## src/scl_pkg.sv

```systemverilog
/*
 * Package for the strap configuration latch: register map, field
 * positions, reset values and state encodings.
 * Assumes a single 40 MHz clock domain and an AXI4-Lite register bus.
 */
package scl_pkg;

	// Register byte offsets
	localparam logic [7:0] SCL_STRAP_RAW_OFS = 8'h00;
	localparam logic [7:0] SCL_ACTIVE_CFG_OFS = 8'h04;
	localparam logic [7:0] SCL_CONTROL_OFS = 8'h08;
	localparam logic [7:0] SCL_STATUS_OFS = 8'h0c;

	// Strap vector field positions
	localparam int SCL_ADDR0_POS = 0;
	localparam int SCL_ADDR1_POS = 1;
	localparam int SCL_CLKROLE_POS = 2;
	localparam int SCL_RXVSEL_POS = 3;
	localparam int SCL_ANDIS_POS = 4;
	localparam int SCL_STRAP_W = 5;

	// Control register fields
	localparam int SCL_CTL_SWRST_POS = 0;
	localparam int SCL_CTL_HARDRST_POS = 1;

	// Status register fields
	localparam int SCL_STS_VALID_POS = 0;
	localparam int SCL_STS_BUSY_POS = 1;

	// Reset values: every strap defaults to mode 0
	localparam logic [SCL_STRAP_W-1:0] SCL_STRAP_RST = 5'h00;

	// Settling time before sampling after reset release
	localparam int SCL_CLK_MHZ = 40;
	localparam int SCL_SETTLE_NS = 200;
	localparam int SCL_SETTLE_CYC = (SCL_SETTLE_NS * SCL_CLK_MHZ + 999) / 1000;
	localparam logic [3:0] SCL_SETTLE_CNT = 4'(SCL_SETTLE_CYC);

	// AXI response codes
	localparam logic [1:0] SCL_RESP_OKAY = 2'h0;
	localparam logic [1:0] SCL_RESP_SLVERR = 2'h2;

	// Loader sequence, Gray coded along the usual path
	typedef enum logic [1:0] {
		SCL_ST_SETTLE = 2'b00,
		SCL_ST_SAMPLE = 2'b01,
		SCL_ST_RUN = 2'b11,
		SCL_ST_RELOAD = 2'b10
	} scl_state_type;

endpackage

```

## src/scl_strap_if.sv

```systemverilog
/*
 * Interface carrying synchronised strap levels between the pin
 * synchroniser and the configuration latch.
 * Assumes both ends run on the same clock.
 */
interface scl_strap_if;
	import scl_pkg::*;
	logic [SCL_STRAP_W-1:0] level;
	modport src (output level);
	modport dst (input level);
endinterface

```

## src/scl_pin_sync.sv

```systemverilog
/*
 * Two-stage synchroniser for the strap pins.
 * Assumes pins are asynchronous and static once the board settles.
 */
module scl_pin_sync
	import scl_pkg::*;
(
	input wire logic clk_in,
	input wire logic rst_b_in,
	input wire logic [SCL_STRAP_W-1:0] pins_in,
	scl_strap_if.src strap_out
);
	typedef struct packed {
		logic [SCL_STRAP_W-1:0] meta;
		logic [SCL_STRAP_W-1:0] sync;
	} scl_sync_state_type;

	scl_sync_state_type state_q;
	scl_sync_state_type state_d;

	// First stage feeds only the second
	always_comb begin
		state_d = state_q;
		state_d.meta = pins_in;
		state_d.sync = state_q.meta;
	end

	always_ff @(posedge clk_in or negedge rst_b_in) begin
		if (!rst_b_in) begin
			state_q <= '0;
		end else begin
			state_q <= state_d;
		end
	end

	assign strap_out.level = state_q.sync;
endmodule

```

## src/scl_strap_config_latch.sv

```systemverilog
/*
 * Strap configuration latch: samples the strap pins after a hard reset,
 * holds them, and reloads the active settings on a software reset.
 * Assumes pins are already two-level logic from the pad comparators
 * and that software reaches the registers over AXI4-Lite.
 */
module scl_strap_config_latch
	import scl_pkg::*;
(
	input wire logic clk_in,
	input wire logic rst_b_in,
	input wire logic receive_data_bit0_pin_in,
	input wire logic crs_valid_pin_in,
	input wire logic receive_data_bit1_pin_in,
	input wire logic refclk_out_light_pin_in,
	input wire logic status_light_zero_pin_in,
	input wire logic sw_reset_in,
	output logic [1:0] mgmt_addr_out,
	output logic clk_master_out,
	output logic rx_valid_plain_out,
	output logic autoneg_enable_out,
	output logic force_100m_out,
	output logic config_valid_out,
	input wire logic [7:0] s_axi_awaddr,
	input wire logic s_axi_awvalid,
	output logic s_axi_awready,
	input wire logic [31:0] s_axi_wdata,
	input wire logic [3:0] s_axi_wstrb,
	input wire logic s_axi_wvalid,
	output logic s_axi_wready,
	output logic [1:0] s_axi_bresp,
	output logic s_axi_bvalid,
	input wire logic s_axi_bready,
	input wire logic [7:0] s_axi_araddr,
	input wire logic s_axi_arvalid,
	output logic s_axi_arready,
	output logic [31:0] s_axi_rdata,
	output logic [1:0] s_axi_rresp,
	output logic s_axi_rvalid,
	input wire logic s_axi_rready
);
	typedef struct packed {
		scl_state_type st;
		logic [3:0] settle;
		logic [SCL_STRAP_W-1:0] captured;
		logic [SCL_STRAP_W-1:0] active;
		logic valid;
		logic aw_got;
		logic w_got;
		logic [7:0] awaddr;
		logic [31:0] wdata;
		logic [3:0] wstrb;
		logic bvalid;
		logic [1:0] bresp;
		logic rvalid;
		logic [1:0] rresp;
		logic [31:0] rdata;
		logic swrst_req;
		logic hardrst_req;
	} scl_top_state_type;

	scl_top_state_type state_q;
	scl_top_state_type state_d;
	scl_strap_if strap_bus();
	logic [SCL_STRAP_W-1:0] pin_vec;
	logic wr_fire;
	logic rd_fire;
	logic [31:0] rd_word;
	logic rd_ok;
	logic ctl_wr;

	// Pin vector in strap field order
	always_comb begin
		pin_vec = '0;
		pin_vec[SCL_ADDR0_POS] = receive_data_bit0_pin_in;
		pin_vec[SCL_ADDR1_POS] = crs_valid_pin_in;
		pin_vec[SCL_CLKROLE_POS] = receive_data_bit1_pin_in;
		pin_vec[SCL_RXVSEL_POS] = refclk_out_light_pin_in;
		pin_vec[SCL_ANDIS_POS] = status_light_zero_pin_in;
	end

	// two-level sampling
	// Pads have already sliced at the thresholds; we just synchronise
	scl_pin_sync u_sync (
		.clk_in(clk_in),
		.rst_b_in(rst_b_in),
		.pins_in(pin_vec),
		.strap_out(strap_bus.src)
	);

	assign wr_fire = state_q.aw_got && state_q.w_got && !state_q.bvalid;
	assign rd_fire = s_axi_arvalid && !state_q.rvalid;
	// Control write landing now; the loader keeps it when it clears a request
	assign ctl_wr = wr_fire && (state_q.awaddr == SCL_CONTROL_OFS) && state_q.wstrb[0];

	// Read decode, unmapped returns SLVERR with zero data
	always_comb begin
		rd_word = 32'h0000_0000;
		rd_ok = 1'b1;
		case (s_axi_araddr)
			SCL_STRAP_RAW_OFS: rd_word[SCL_STRAP_W-1:0] = state_q.captured;
			SCL_ACTIVE_CFG_OFS: rd_word[SCL_STRAP_W-1:0] = state_q.active;
			SCL_CONTROL_OFS: rd_word = 32'h0000_0000;
			SCL_STATUS_OFS: begin
				rd_word[SCL_STS_VALID_POS] = state_q.valid;
				rd_word[SCL_STS_BUSY_POS] = (state_q.st != SCL_ST_RUN);
			end
			default: rd_ok = 1'b0;
		endcase
	end

	// Next-state logic for loader and bus slave
	always_comb begin
		state_d = state_q;
		// Write address and data taken independently
		if (s_axi_awvalid && !state_q.aw_got) begin
			state_d.aw_got = 1'b1;
			state_d.awaddr = s_axi_awaddr;
		end
		if (s_axi_wvalid && !state_q.w_got) begin
			state_d.w_got = 1'b1;
			state_d.wdata = s_axi_wdata;
			state_d.wstrb = s_axi_wstrb;
		end
		if (wr_fire) begin
			state_d.aw_got = 1'b0;
			state_d.w_got = 1'b0;
			state_d.bvalid = 1'b1;
			state_d.bresp = SCL_RESP_OKAY;
			case (state_q.awaddr)
				SCL_CONTROL_OFS: begin
					if (state_q.wstrb[0]) begin
						state_d.swrst_req = state_q.wdata[SCL_CTL_SWRST_POS];
						state_d.hardrst_req = state_q.wdata[SCL_CTL_HARDRST_POS];
					end
				end
				SCL_STRAP_RAW_OFS, SCL_ACTIVE_CFG_OFS, SCL_STATUS_OFS: ;
				default: state_d.bresp = SCL_RESP_SLVERR;
			endcase
		end
		if (state_q.bvalid && s_axi_bready) begin
			state_d.bvalid = 1'b0;
		end
		if (rd_fire) begin
			state_d.rvalid = 1'b1;
			state_d.rdata = rd_word;
			state_d.rresp = rd_ok ? SCL_RESP_OKAY : SCL_RESP_SLVERR;
		end else if (state_q.rvalid && s_axi_rready) begin
			state_d.rvalid = 1'b0;
		end

		// Loader sequence
		case (state_q.st)
			SCL_ST_SETTLE: begin
				// Wait out synchroniser and pad settling before trusting pins
				if (state_q.settle == SCL_SETTLE_CNT) begin
					state_d.st = SCL_ST_SAMPLE;
				end else begin
					state_d.settle = state_q.settle + 4'h1;
				end
			end
			SCL_ST_SAMPLE: begin
				state_d.captured = strap_bus.level;
				state_d.active = strap_bus.level;
				state_d.valid = 1'b1;
				state_d.st = SCL_ST_RUN;
			end
			SCL_ST_RUN: begin
				if (state_q.hardrst_req) begin
					// hard reset resamples
					// A write in the clearing cycle wins, so no request is lost
					state_d.hardrst_req = ctl_wr && state_q.wdata[SCL_CTL_HARDRST_POS];
					state_d.swrst_req = ctl_wr && state_q.wdata[SCL_CTL_SWRST_POS];
					state_d.valid = 1'b0;
					state_d.settle = 4'h0;
					state_d.st = SCL_ST_SETTLE;
				end else if (state_q.swrst_req || sw_reset_in) begin
					state_d.swrst_req = ctl_wr && state_q.wdata[SCL_CTL_SWRST_POS];
					state_d.st = SCL_ST_RELOAD;
				end
			end
			SCL_ST_RELOAD: begin
				state_d.active = state_q.captured;
				state_d.st = SCL_ST_RUN;
			end
			default: state_d.st = SCL_ST_SETTLE;
		endcase
	end

	// straps default to mode 0 at reset
	always_ff @(posedge clk_in or negedge rst_b_in) begin
		if (!rst_b_in) begin
			state_q <= '{st: SCL_ST_SETTLE, captured: SCL_STRAP_RST, active: SCL_STRAP_RST,
				bresp: SCL_RESP_OKAY, rresp: SCL_RESP_OKAY, default: '0};
		end else begin
			state_q <= state_d;
		end
	end

	assign mgmt_addr_out = {state_q.active[SCL_ADDR1_POS], state_q.active[SCL_ADDR0_POS]};
	assign clk_master_out = !state_q.active[SCL_CLKROLE_POS];
	assign rx_valid_plain_out = state_q.active[SCL_RXVSEL_POS];
	assign autoneg_enable_out = !state_q.active[SCL_ANDIS_POS];
	assign force_100m_out = state_q.active[SCL_ANDIS_POS];
	assign config_valid_out = state_q.valid;

	// Bus handshakes
	assign s_axi_awready = !state_q.aw_got;
	assign s_axi_wready = !state_q.w_got;
	assign s_axi_bvalid = state_q.bvalid;
	assign s_axi_bresp = state_q.bresp;
	assign s_axi_arready = !state_q.rvalid;
	assign s_axi_rvalid = state_q.rvalid;
	assign s_axi_rdata = state_q.rdata;
	assign s_axi_rresp = state_q.rresp;
endmodule

```

## config.mk

```make
export PLATFORM = sky130hd
export DESIGN_NAME = scl_strap_config_latch
export DESIGN_NICKNAME = d
export VERILOG_FILES = /design/src/scl_pkg.sv /design/src/scl_strap_if.sv /design/src/scl_pin_sync.sv /design/src/scl_strap_config_latch.sv
export SDC_FILE = /design/constraint.sdc
export NUM_CORES = 1
export LEC_CHECK = 0
export BUFFER_PORTS_ARGS = -buffer_cell sky130_fd_sc_hd__buf_2
export CAP_MARGIN = 30
export CORE_MARGIN = 10
export CORE_UTILIZATION = 42
export CTS_CLUSTER_DIAMETER = 40
export DETAILED_ROUTE_END_ITERATION = 6
export PLACE_DENSITY = 0.75
export SYNTH_ARGS = -nofsm -noshare
export SYNTH_HDL_FRONTEND = slang
export SYNTH_HIERARCHICAL = 1
export SYNTH_SLANG_ARGS = --single-unit
```

## constraint.sdc

```tcl
create_clock -name clk_in -period 2 [get_ports clk_in]
set_clock_uncertainty 0.2 [all_clocks]
set_input_delay 0.4 -clock clk_in [delete_from_list [all_inputs] [get_ports clk_in]]
set_output_delay 0.4 -clock clk_in [all_outputs]
set_load 0.01 [all_outputs]
```

# After elaboration in Yosys (flattened, before gate mapping)
# Cells that the tools add are included.
# classes
addsub,1
n_eq_ne,15
muxes,29
reduce_logical,34
# op_table
cell,count
$eq A8 B4 Y1 const B,4
$mux W2,10
$eq A8 B3 Y1 const B,2
$logic_not A8 Y1,2
$reduce_bool A2 Y1,7
$pmux W2 S3,2
$logic_and A1 B1 Y1,11
$mux W1,10
$pmux W5 S2,1
$mux W4,2
$ne A2 B2 Y1 const B,4
$pmux W4 S2,1
$reduce_or A4 Y1,2
$logic_not A1 Y1,6
$pmux W3 S2,1
$add A4 B1 Y4 const B,1
$eq A2 B2 Y1 const B,2
$eq A4 B4 Y1 const B,1
$reduce_and A2 Y1,2
$mux W3,1
$ne A3 B3 Y1 const B,1
$reduce_and A3 Y1,1
$eq A2 B1 Y1 const B,1
$logic_not A2 Y1,1
3 further kinds,3
# totals
output_inout_bits,48
elab_cells,98
regBits,53
input_bits,65

# Depth between registers and ports, before layout
# Gate-level depths: netlist of the first run.
# logic_depth
depth_word,8
depth_mapped,6
ltp_nobuf,5

# Modules after synthesis
# Netlist of the first run, hierarchy kept.
# by_module_without_submodules
module,area_per_inst_um2,seq_area_each_um2,n_inst,cells_each
scl_strap_config_latch,2257.2,1026.0,1,208
scl_pin_sync,250.2,250.2,1,10

# Worst setup path before layout of the first run
# No wires, ideal clock.
# synth_timing
path_type,reg2reg
startpoint,register state_q[77] (netlist bit)
endpoint,register state_q[0] (netlist bit)
setup_ns,0.125
path_stages_with_launch,4
n_path_buf,0
required_time_ns,1.675
setup_slack_ns,-0.036
arrival_time_ns,1.711
synth_period_minus_slack_ns,2.036
cell_sequence,dfrtp_1 > or4_4 > or4_4 > mux2_4
# synth_rtl
element,line_no,source
from (decl),scl_strap_config_latch.sv:62,scl_top_state_type state_q;
from (signal assigned),scl_strap_config_latch.sv:193,"state_q <= '{st: SCL_ST_SETTLE, captured: SCL_STRAP_RST, active: SCL_STRAP_RST,"
from (signal assigned),scl_strap_config_latch.sv:196,state_q <= state_d;

==> results of run 1 <==
## metal layers
metal	track usage, %	vias up	wire length (µm)
li1	-	760	-
met1	10.8	731	1960
met2	16.2	55	2210
met3	4.20	4	401
met4	2.35	0	39
met5	0	-	0
## per-stage QoR
stage               setup TNS, ns  utilization, %
global placement                0            45.6
finish                          0            48.1
global route              -0.0550            48.1
floorplan                       0               -
CTS                      -0.00313            47.4
detailed placement              0            45.6
## where the power goes
part	switching [mW]	leakage (nW)	total [mW]	internal (mW)
clock network	0.338	0.0483	0.585	0.247
logic	0.638	0.745	1.28	0.645
registers	0.248	0.605	1.61	1.36
## Yosys cell counts, drive strengths merged
| master | instances |
|---|---|
| ha | 7 |
| a21oi | 8 |
| a22o | 2 |
| o21ai | 5 |
| o22a | 1 |
| conb | 1 |
| clkbuf | 8 |
| or4 | 2 |
| o211ai | 1 |
| nand4 | 1 |
| nor2 | 9 |
| a2bb2o | 1 |
| nor4b | 1 |
| nand3b | 4 |
| a32o | 1 |
| mux2 | 19 |
| nor3 | 1 |
| buf | 38 |
| o32ai | 1 |
| nor2b | 6 |
| mux2i | 13 |
| nand2b | 1 |
| nand2 | 11 |
| inv | 12 |
| o21a | 4 |
| and3 | 1 |
| nand3 | 3 |
| dfrtp | 51 |
| or2 | 1 |
| nor4 | 1 |
| o31ai | 3 |
## area by class of cell
type | instances | area [µm²]
Clock buffer | 5 | 68.8
Multi-Input combinational cell | 137 | 966
Clock inverter | 3 | 18.8
Sequential cell | 51 | 1280
Tap cell | 75 | 93.8
Timing Repair Buffer | 59 | 345
Inverter | 12 | 45.0
Fill cell | 548 | 3040
## cell families (layout without fill, tap and decap cells)
family	after synthesis	count (layout)	share of synthesized area, %
compound gates	27	27	7.19
fa+ha+maj	7	7	3.49
buf+inv	58	79	14.8
flops	51	51	50.9
mux	32	32	14.0
other cells	1	29	0.150
simple gates	42	42	9.48
## final timing paths
path                                              to  slack [ns]  cells past startpoint
max in group asynchronous                state_q[95]        0.73                      3
max                                       state_q[0]        0.01                      3
min                                     s_axi_rvalid        0.07                      2
min in group asynchronous                state_q[80]        0.36                      2
max reg2reg                               state_q[0]        0.01                      3
min reg2reg                u_sync/strap_out.level[4]        0.15                      0
## sequential cells by signal, indices dropped and copies added, names as in the netlist, 2 cells and up
signal                  flops
u_sync/state_d              5
s_axi_rdata                 5
mgmt_addr_out               2
state_q                    27
u_sync/strap_out.level      5
## cells in the final DEF, fill, tap and decap left out
cell,synthesis,routed
buf_2,0,50
o21ai_0,5,5
o31ai_1,3,3
nand3b_4,1,1
a22o_1,2,2
or4_4,2,2
mux2_4,2,2
a21oi_1,8,8
a2bb2o_1,1,1
nand2b_1,1,1
nor4b_1,1,1
dfrtp_1,51,51
mux2_2,17,17
and3_1,1,1
o211ai_1,1,1
clkinv_2,0,2
nor3_1,1,1
nand3_1,3,3
nand2_1,11,11
o22a_1,1,1
nand4_1,1,1
clkbuf_8,1,5
o32ai_1,1,1
nor2b_1,6,6
nand3b_1,3,3
ha_1,7,7
buf_4,38,2
conb_1,1,29
a32o_1,1,1
or2_0,1,1
mux2i_1,13,13
o21a_1,4,4
buf_12,0,1
nor4_1,1,1
inv_6,0,1
nor2_1,9,9
inv_1,12,12
dlygate4sd3_1,0,6
## repair_timing
action | 4_1_cts | 5_1_grt
endpoints found under the setup margin | 1 | 2
hold buffers | 2 | 4
hold endpoints to repair | 17 | 4
setup buffers | 0 | 0
==> results.md, run 1 <==
- After detailed routing, the number of remaining DRC violations is 0.
- The share of final-layout standard cells stronger than drive strength 1 is 31.1%.
- The post-layout minimum cycle time is 1.99 ns.
- The number of H-tree levels is 2.
- The number of gates resized after CTS was 0.
- Setup repair after global routing could not meet its margin everywhere.
- The area share of the leading cell type in the synthesized netlist is 50.9%.
- After technology mapping, the gate count stands at 218.
- The count of distinct cell types in the synthesized netlist is 34.
- Counting along the longest clock path gives a buffer depth of 2.
- The floorplan has 28 rows.
- The clock network latency to the later pin of the worst-skew pair is 0.30 ns.
- The full die area is 9460 µm².
- The start of the worst register-to-register path is state_q[77].
- The port buffer count is 50.
- The congestion estimate from routability-driven global placement came to 0.722.
- The repair_antennas step left the layout with diodes totalling 0.
- After floorplanning, the core was sized to cover 5850 µm².
- The hold violation count in the final report is 0.
- The CTS tree is built.
- Yosys attributes the largest share of cell area to dfrtp_1 51%, buf_4 11%, mux2_2 7.6%, mux2i_1 5.2%, ha_1 3.5%.
- The signal on the critical path passes through or4_4, or4_4, mux2_4.
- The detailed-route vias per instance is 4.53.
- The setup violation total in the final timing report is 0.
- The HPWL after detailed placement is 3720 µm.
- After the flow finishes, the layout carries non-filler instances totaling 342.
- The routed layout has 1550 vias.
- The launching element of the worst setup path is state_q[77].
- The area added between synthesis and finish is 12.2%.
- The number of nets still failing antenna checks after routing is 0.
- The final number of max-transition violations is 0.
- Entering global routing, the biggest net connects 36 pins.
- The path class of the tightest hold or removal check is input port to flip-flop.
- In this run, the number of DRC markers left after iteration 0 of detailed routing was 54.
- The cell with the largest stage delay on the worst path is or4_4.
- By startpoint and endpoint, the worst setup path is classified as flip-flop to flip-flop.
- The first global-routing pass estimated 7780 µm of wire.
- Across all setup checks in the final design, the least slack found is 0.0113 ns.
- The mean instance size in the synthesized netlist is 11.5 µm².
- Counting both buffers and inverters, the worst setup path holds a total of 0.
- The run finished with clean final reports.
- The static leakage is 1.40 nW.
- The final standard cell area without fillers is 2810 µm².
- The root buffer cell chosen for the clock tree is clkbuf_8.
- The cell area after placement is 2670 µm².
- The overall power of the completed layout is 3.48 mW.
- The count of max-cap constraint violations is 0.
- Once the floorplan was initialized, standard cells occupied 42.9% of the core.
- The sequential-to-total area share from yosys stat is 50.9%.
- Before antenna repair, the detailed router went through 4 iterations.
- The power per unit of standard cell area is 1240 nW/µm².
- For this block, the routed nets add up to 4620 µm of wire.
- The fmax is 503 MHz.
- STA puts the critical path data arrival time at 1.98 ns.
- Across every metal layer, demand over resource in global routing totals 9.57%.
- Summed over all layers, the global routing overflow is 0.
- Dividing the detail-routed wire length by the instance count gives 13.5 µm.
- Before CTS, the worst setup slack after placement is 0.0142 ns.
- The net count of the finished layout is 338.
- After synthesis the cells add up to 2510 µm².
- The number of ports placed on the die boundary is 113.
- Synthesis inferred 51 register bits.
- STA classifies the critical path startpoint as a flip-flop.
- The required time at the worst-slack endpoint is 1.99 ns.
- The worst hold margin is 0.0657 ns.
- IR analysis of the VDD net gives a maximum drop of 1.13 mV.
- The floorplan die height is 97.3 µm.
- The number of sinks driven by the clock tree is 51.
- The synthesized design spends more area on one cell type than any other, namely dfrtp_1.
- The number of placed instances with taps included is 328.
- For this run, the slowest stage of the critical path takes 0.54 ns.
- The family of cells with the greatest summed delay on the critical path is simple AND/OR/NAND/NOR gates.
- The number of antenna violations at the first check in global routing is 0.
- The startpoint of the tightest hold check path is s_axi_rready.
- The final critical path takes up 99.4% of the cycle.
- The Yosys step of the flow raised 6 warnings.
- After clock tree synthesis, the clock-pin slew on the worst setup and hold paths is 0.10 ns.
- Of all nets on the critical path, the largest fanout is 2.
- The number of CTS-inserted buffers is 5.
- The endpoint kind of the worst setup timing path is a flip-flop.
- The floorplan step set the die width to 97.3 µm.
- The library cell appearing most often on the critical path is or4_4.
- The number of global-route vias before repair is 1632.
(Power assumes the default switching activity.)
==> inputs of run 2 (changes only) <==
--- a/config.mk
+++ b/config.mk
@@ -7,11 +7,13 @@
 export LEC_CHECK = 0
 export BUFFER_PORTS_ARGS = -buffer_cell sky130_fd_sc_hd__buf_2
 export CAP_MARGIN = 30
+export CELL_PAD_IN_SITES_DETAIL_PLACEMENT = 0
+export CELL_PAD_IN_SITES_GLOBAL_PLACEMENT = 2
 export CORE_MARGIN = 10
-export CORE_UTILIZATION = 42
+export CORE_UTILIZATION = 25
 export CTS_CLUSTER_DIAMETER = 40
 export DETAILED_ROUTE_END_ITERATION = 6
-export PLACE_DENSITY = 0.75
+export PLACE_DENSITY_LB_ADDON = 0.1
 export SYNTH_ARGS = -nofsm -noshare
 export SYNTH_HDL_FRONTEND = slang
 export SYNTH_HIERARCHICAL = 1
==> run 2 against run 1 <==
Total power rose by 5.4%. Routed wire length up 12%. Global-route usage is 2.2 points lower. Utilization is 18 points lower. Worst hold slack lost 0.0019 ns. Count of clock-buffer cells in the layout rose by 1. The run now ends with setup timing left. Sequential power about the same.
==> results.md, run 2 (synthesis gave the netlist of run 1 again) <==
- The critical path data arrival time was 2.00 ns (+0.02 ns).
- The maximum vdd drop is 0.393 mV (-65%).
- The hold violation count in the final report is 0 (unchanged).
- The endpoint kind of the worst setup timing path is a flip-flop.
- The post-layout minimum cycle time is 2.00 ns (+0.0137 ns).
- Among the stages of the critical path, the cell type that occurs most often is or4_4.
- The clock network fraction of total power is 21.0% (+4.2 points).
- The starting density of the core came to 25.7% (-17 points).
- The end-of-flow core utilization is 29.9% (-18 points).
- The smallest setup slack after layout is -0.00245 ns (-0.0137 ns).
- The largest individual stage delay along the critical path comes from the cell or4_4.
- The full die area came to 14400 µm² (+53%).
- The buffers plus inverters on the worst setup path came to 0 (unchanged).
- The routability congestion estimate from global placement is 0.700 (-2.9%).
- The run finished, with violations left.
- The number of placement rows is 36 (+29%).
- The area of all sequential standard cells was 1280 µm² (unchanged).
- The largest driver fanout on the critical path came to 2 (unchanged).
- The worst-case reg-to-reg path depth is 3 (unchanged).
- The depth of the worst hold-timing path is 2 (unchanged).
- The maximum buffer depth of the clock tree is 2 (unchanged).
- The clock network latency to the later pin of the worst-skew pair is 0.30 ns (about the same).
- The number of sinks driven by the clock tree came to 51 (unchanged).
- The largest net degree at the start of global routing is 52 (+44%).
- The overall power of the completed layout is 3.66 mW (+5.4%).
- The count of filler cells inserted in the layout is 1060 (+93%).
- The setup slack of the most critical reg-to-reg path is -0.002 ns (about the same).
- The via count of the routed design is 1506 (-2.8%).
- The library cell used most frequently in the layout, excluding fill and tap cells, is dfrtp_1.
- The fmax is 499 MHz (-0.69%).
- The biggest cell delay along the critical path is 0.54 ns (about the same).
- The worst hold margin was 0.0638 ns (-0.00194 ns).
- The setup violation total in the final timing report is 1 (+1).
- The setup slack after placement is 0.00353 ns (-0.0107 ns).
- The switching share of power came to 34.0% (-1.1 points).
- The number of ports placed on the die boundary was 113 (unchanged).
- The antenna diode instance count was 0 (unchanged).
- The number of design rule violations left after detail routing is 0 (unchanged).
- The starting DRC count in detailed routing is 33 (-39%).
- The first-pass GRT wire length is 8710 µm (+12%).
- The number of global-route vias before repair was 1686 (+3.3%).
- The worst setup path is of the flip-flop to flip-flop kind.
- The number of nets still failing antenna checks after routing is 0 (unchanged).
- The part of the power in registers came to 44.0% (-2.3 points).
- In this run the worst setup path begins at state_q[77].
- The detailed-placement wirelength estimate was 3950 µm (+6.3%).
- The clock transition at the registers of the reported paths was 0.10 ns (about the same).
- The core box area is 9770 µm² (+67%).
- The buffers inserted during post-CTS setup optimization is 0 (unchanged).
- The routed wire length is 5150 µm (+12%).
- The checks that failed: setup timing.
- The number of CTS-inserted buffers came to 5 (unchanged).
- The buffer type at the clock tree root is clkbuf_8.
- The detailed-route vias per instance was 3.77 (-17%).
- The CTS tree is built.
- The area added between synthesis and finish is 16.5%.
- The instance count on the critical path is 3 (unchanged).
- The floorplan die height is 120 µm (+24%).
- The share of the clock period used by the worst path after layout came to 100% (+0.69 points).
- The power spent charging and discharging nets was 1.25 mW (+2.0%).
- The power per unit of standard cell area is 1250 nW/µm² (+1.5%).
- The family of cells with the greatest summed delay on the critical path is simple AND/OR/NAND/NOR gates.
- The internal power was 2.42 mW (+7.2%).
- The total global routing overflow is 0 (unchanged).
- The logic gate share of total power is 35.1% (-1.8 points).
- The footprint of the multi-input gates came to 966 µm² (unchanged).
- The static leakage is 1.41 nW (+0.97%).
- Leaving out fill and tap cells, the most frequent cells in the layout are 51 x dfrtp_1, 50 x buf_2, 29 x conb_1, 17 x mux2_2, 13 x mux2i_1.
- The post-cts gate resize count is 0 (unchanged).
- The length of the first detailed-routing pass in iterations was 3 (-1).
- The die width is 120 µm (+24%).
- Setup repair after global routing could not meet its margin everywhere.
- The detail-routed net length per standard cell is 12.9 µm (-4.6%).
- The post-layout net count is 338 (unchanged).
- More flip-flops sit in one register than any other, and that register is state_q.
- The critical register-to-register path endpoint is state_q[1].
- The port buffer count is 50 (unchanged).
- The final number of max-transition violations came to 0 (unchanged).
- The required time at the worst-slack endpoint is 1.99 ns (about the same).
- The flip-flop count of the largest register after layout was 27 (unchanged).
- The start of the worst register-to-register path is state_q[77].
- The tightest min-delay check is of the input port to flip-flop type.
- The number of antenna violations at the first check in global routing was 0 (unchanged).
- Walking the worst path, the cells encountered are or4_4, or4_4, mux2_4.
- The end of the critical path is state_q[1].
- The number of H-tree levels was 2 (unchanged).
- The count of max-cap constraint violations is 0 (unchanged).
- The share of final-layout standard cells stronger than drive strength 1 was 31.1% (unchanged).
- The all-layer global routing usage is 7.38% (-2.2 points).
- STA classifies the critical path startpoint as a flip-flop.
[run 2: per-layer routing]
layer | track usage [%] | up-vias | wire [µm]
met4 | 2.49 | 0 | 70
met3 | 2.91 | 6 | 333
met5 | 0 | - | 0
li1 | - | 765 | -
met1 | 8.97 | 689 | 2370
met2 | 11.7 | 46 | 2380
[run 2: repair_timing]
| item | CTS | global route |
|---|---|---|
| cloned | 0 | 0 |
| hold buffers | 6 | 0 |
| hold endpoints to repair | 56 | 0 |
| endpoints found under the setup margin | 2 | 2 |
[run 2: power groups by stage]
| stage | sequential, mW | combinational (mW) | clock (mW) |
|---|---|---|---|
| floorplan | 1.58 | 1.03 | 0 |
| global placement | 1.64 | 1.30 | 0 |
| detailed placement | 1.64 | 1.31 | 0 |
| CTS | 1.62 | 1.33 | 0.811 |
| global route | 1.67 | 1.47 | 0.861 |
| finish | 1.61 | 1.28 | 0.768 |
[run 2: how the worst min path moves through the flow]
stage                     slack (ns)         startpoint                         to
after floorplan                 -0.1           rst_b_in           config_valid_out
after global placement          0.13  u_sync/state_d[4]  u_sync/strap_out.level[4]
after detailed placement        0.14  u_sync/state_d[4]  u_sync/strap_out.level[4]
after CTS                       0.05       s_axi_rready               s_axi_rvalid
after global routing            0.05       s_axi_rready               s_axi_rvalid
final                           0.06       s_axi_rready               s_axi_rvalid
[run 2: layout make-up]
class                   instances  share of cell area (%)
clock inverters                 2                    1.33
inverters                      12                    1.54
flip-flops and latches         51                    43.7
clock buffers                   6                    2.83
repair buffers                 59                    11.8
well taps                     133                    5.70
multi-input cells             137                    33.1
[run 2: stage by stage]
stage | TNS (ns) | instances | cell area [µm²]
after floorplan | 0 | 246 | 2610
after global placement | 0 | 386 | 2740
after detailed placement | 0 | 386 | 2740
after CTS | -0.0479 | 400 | 2920
after global routing | -0.122 | 400 | 2920
final | -0.00245 | 400 | 2920
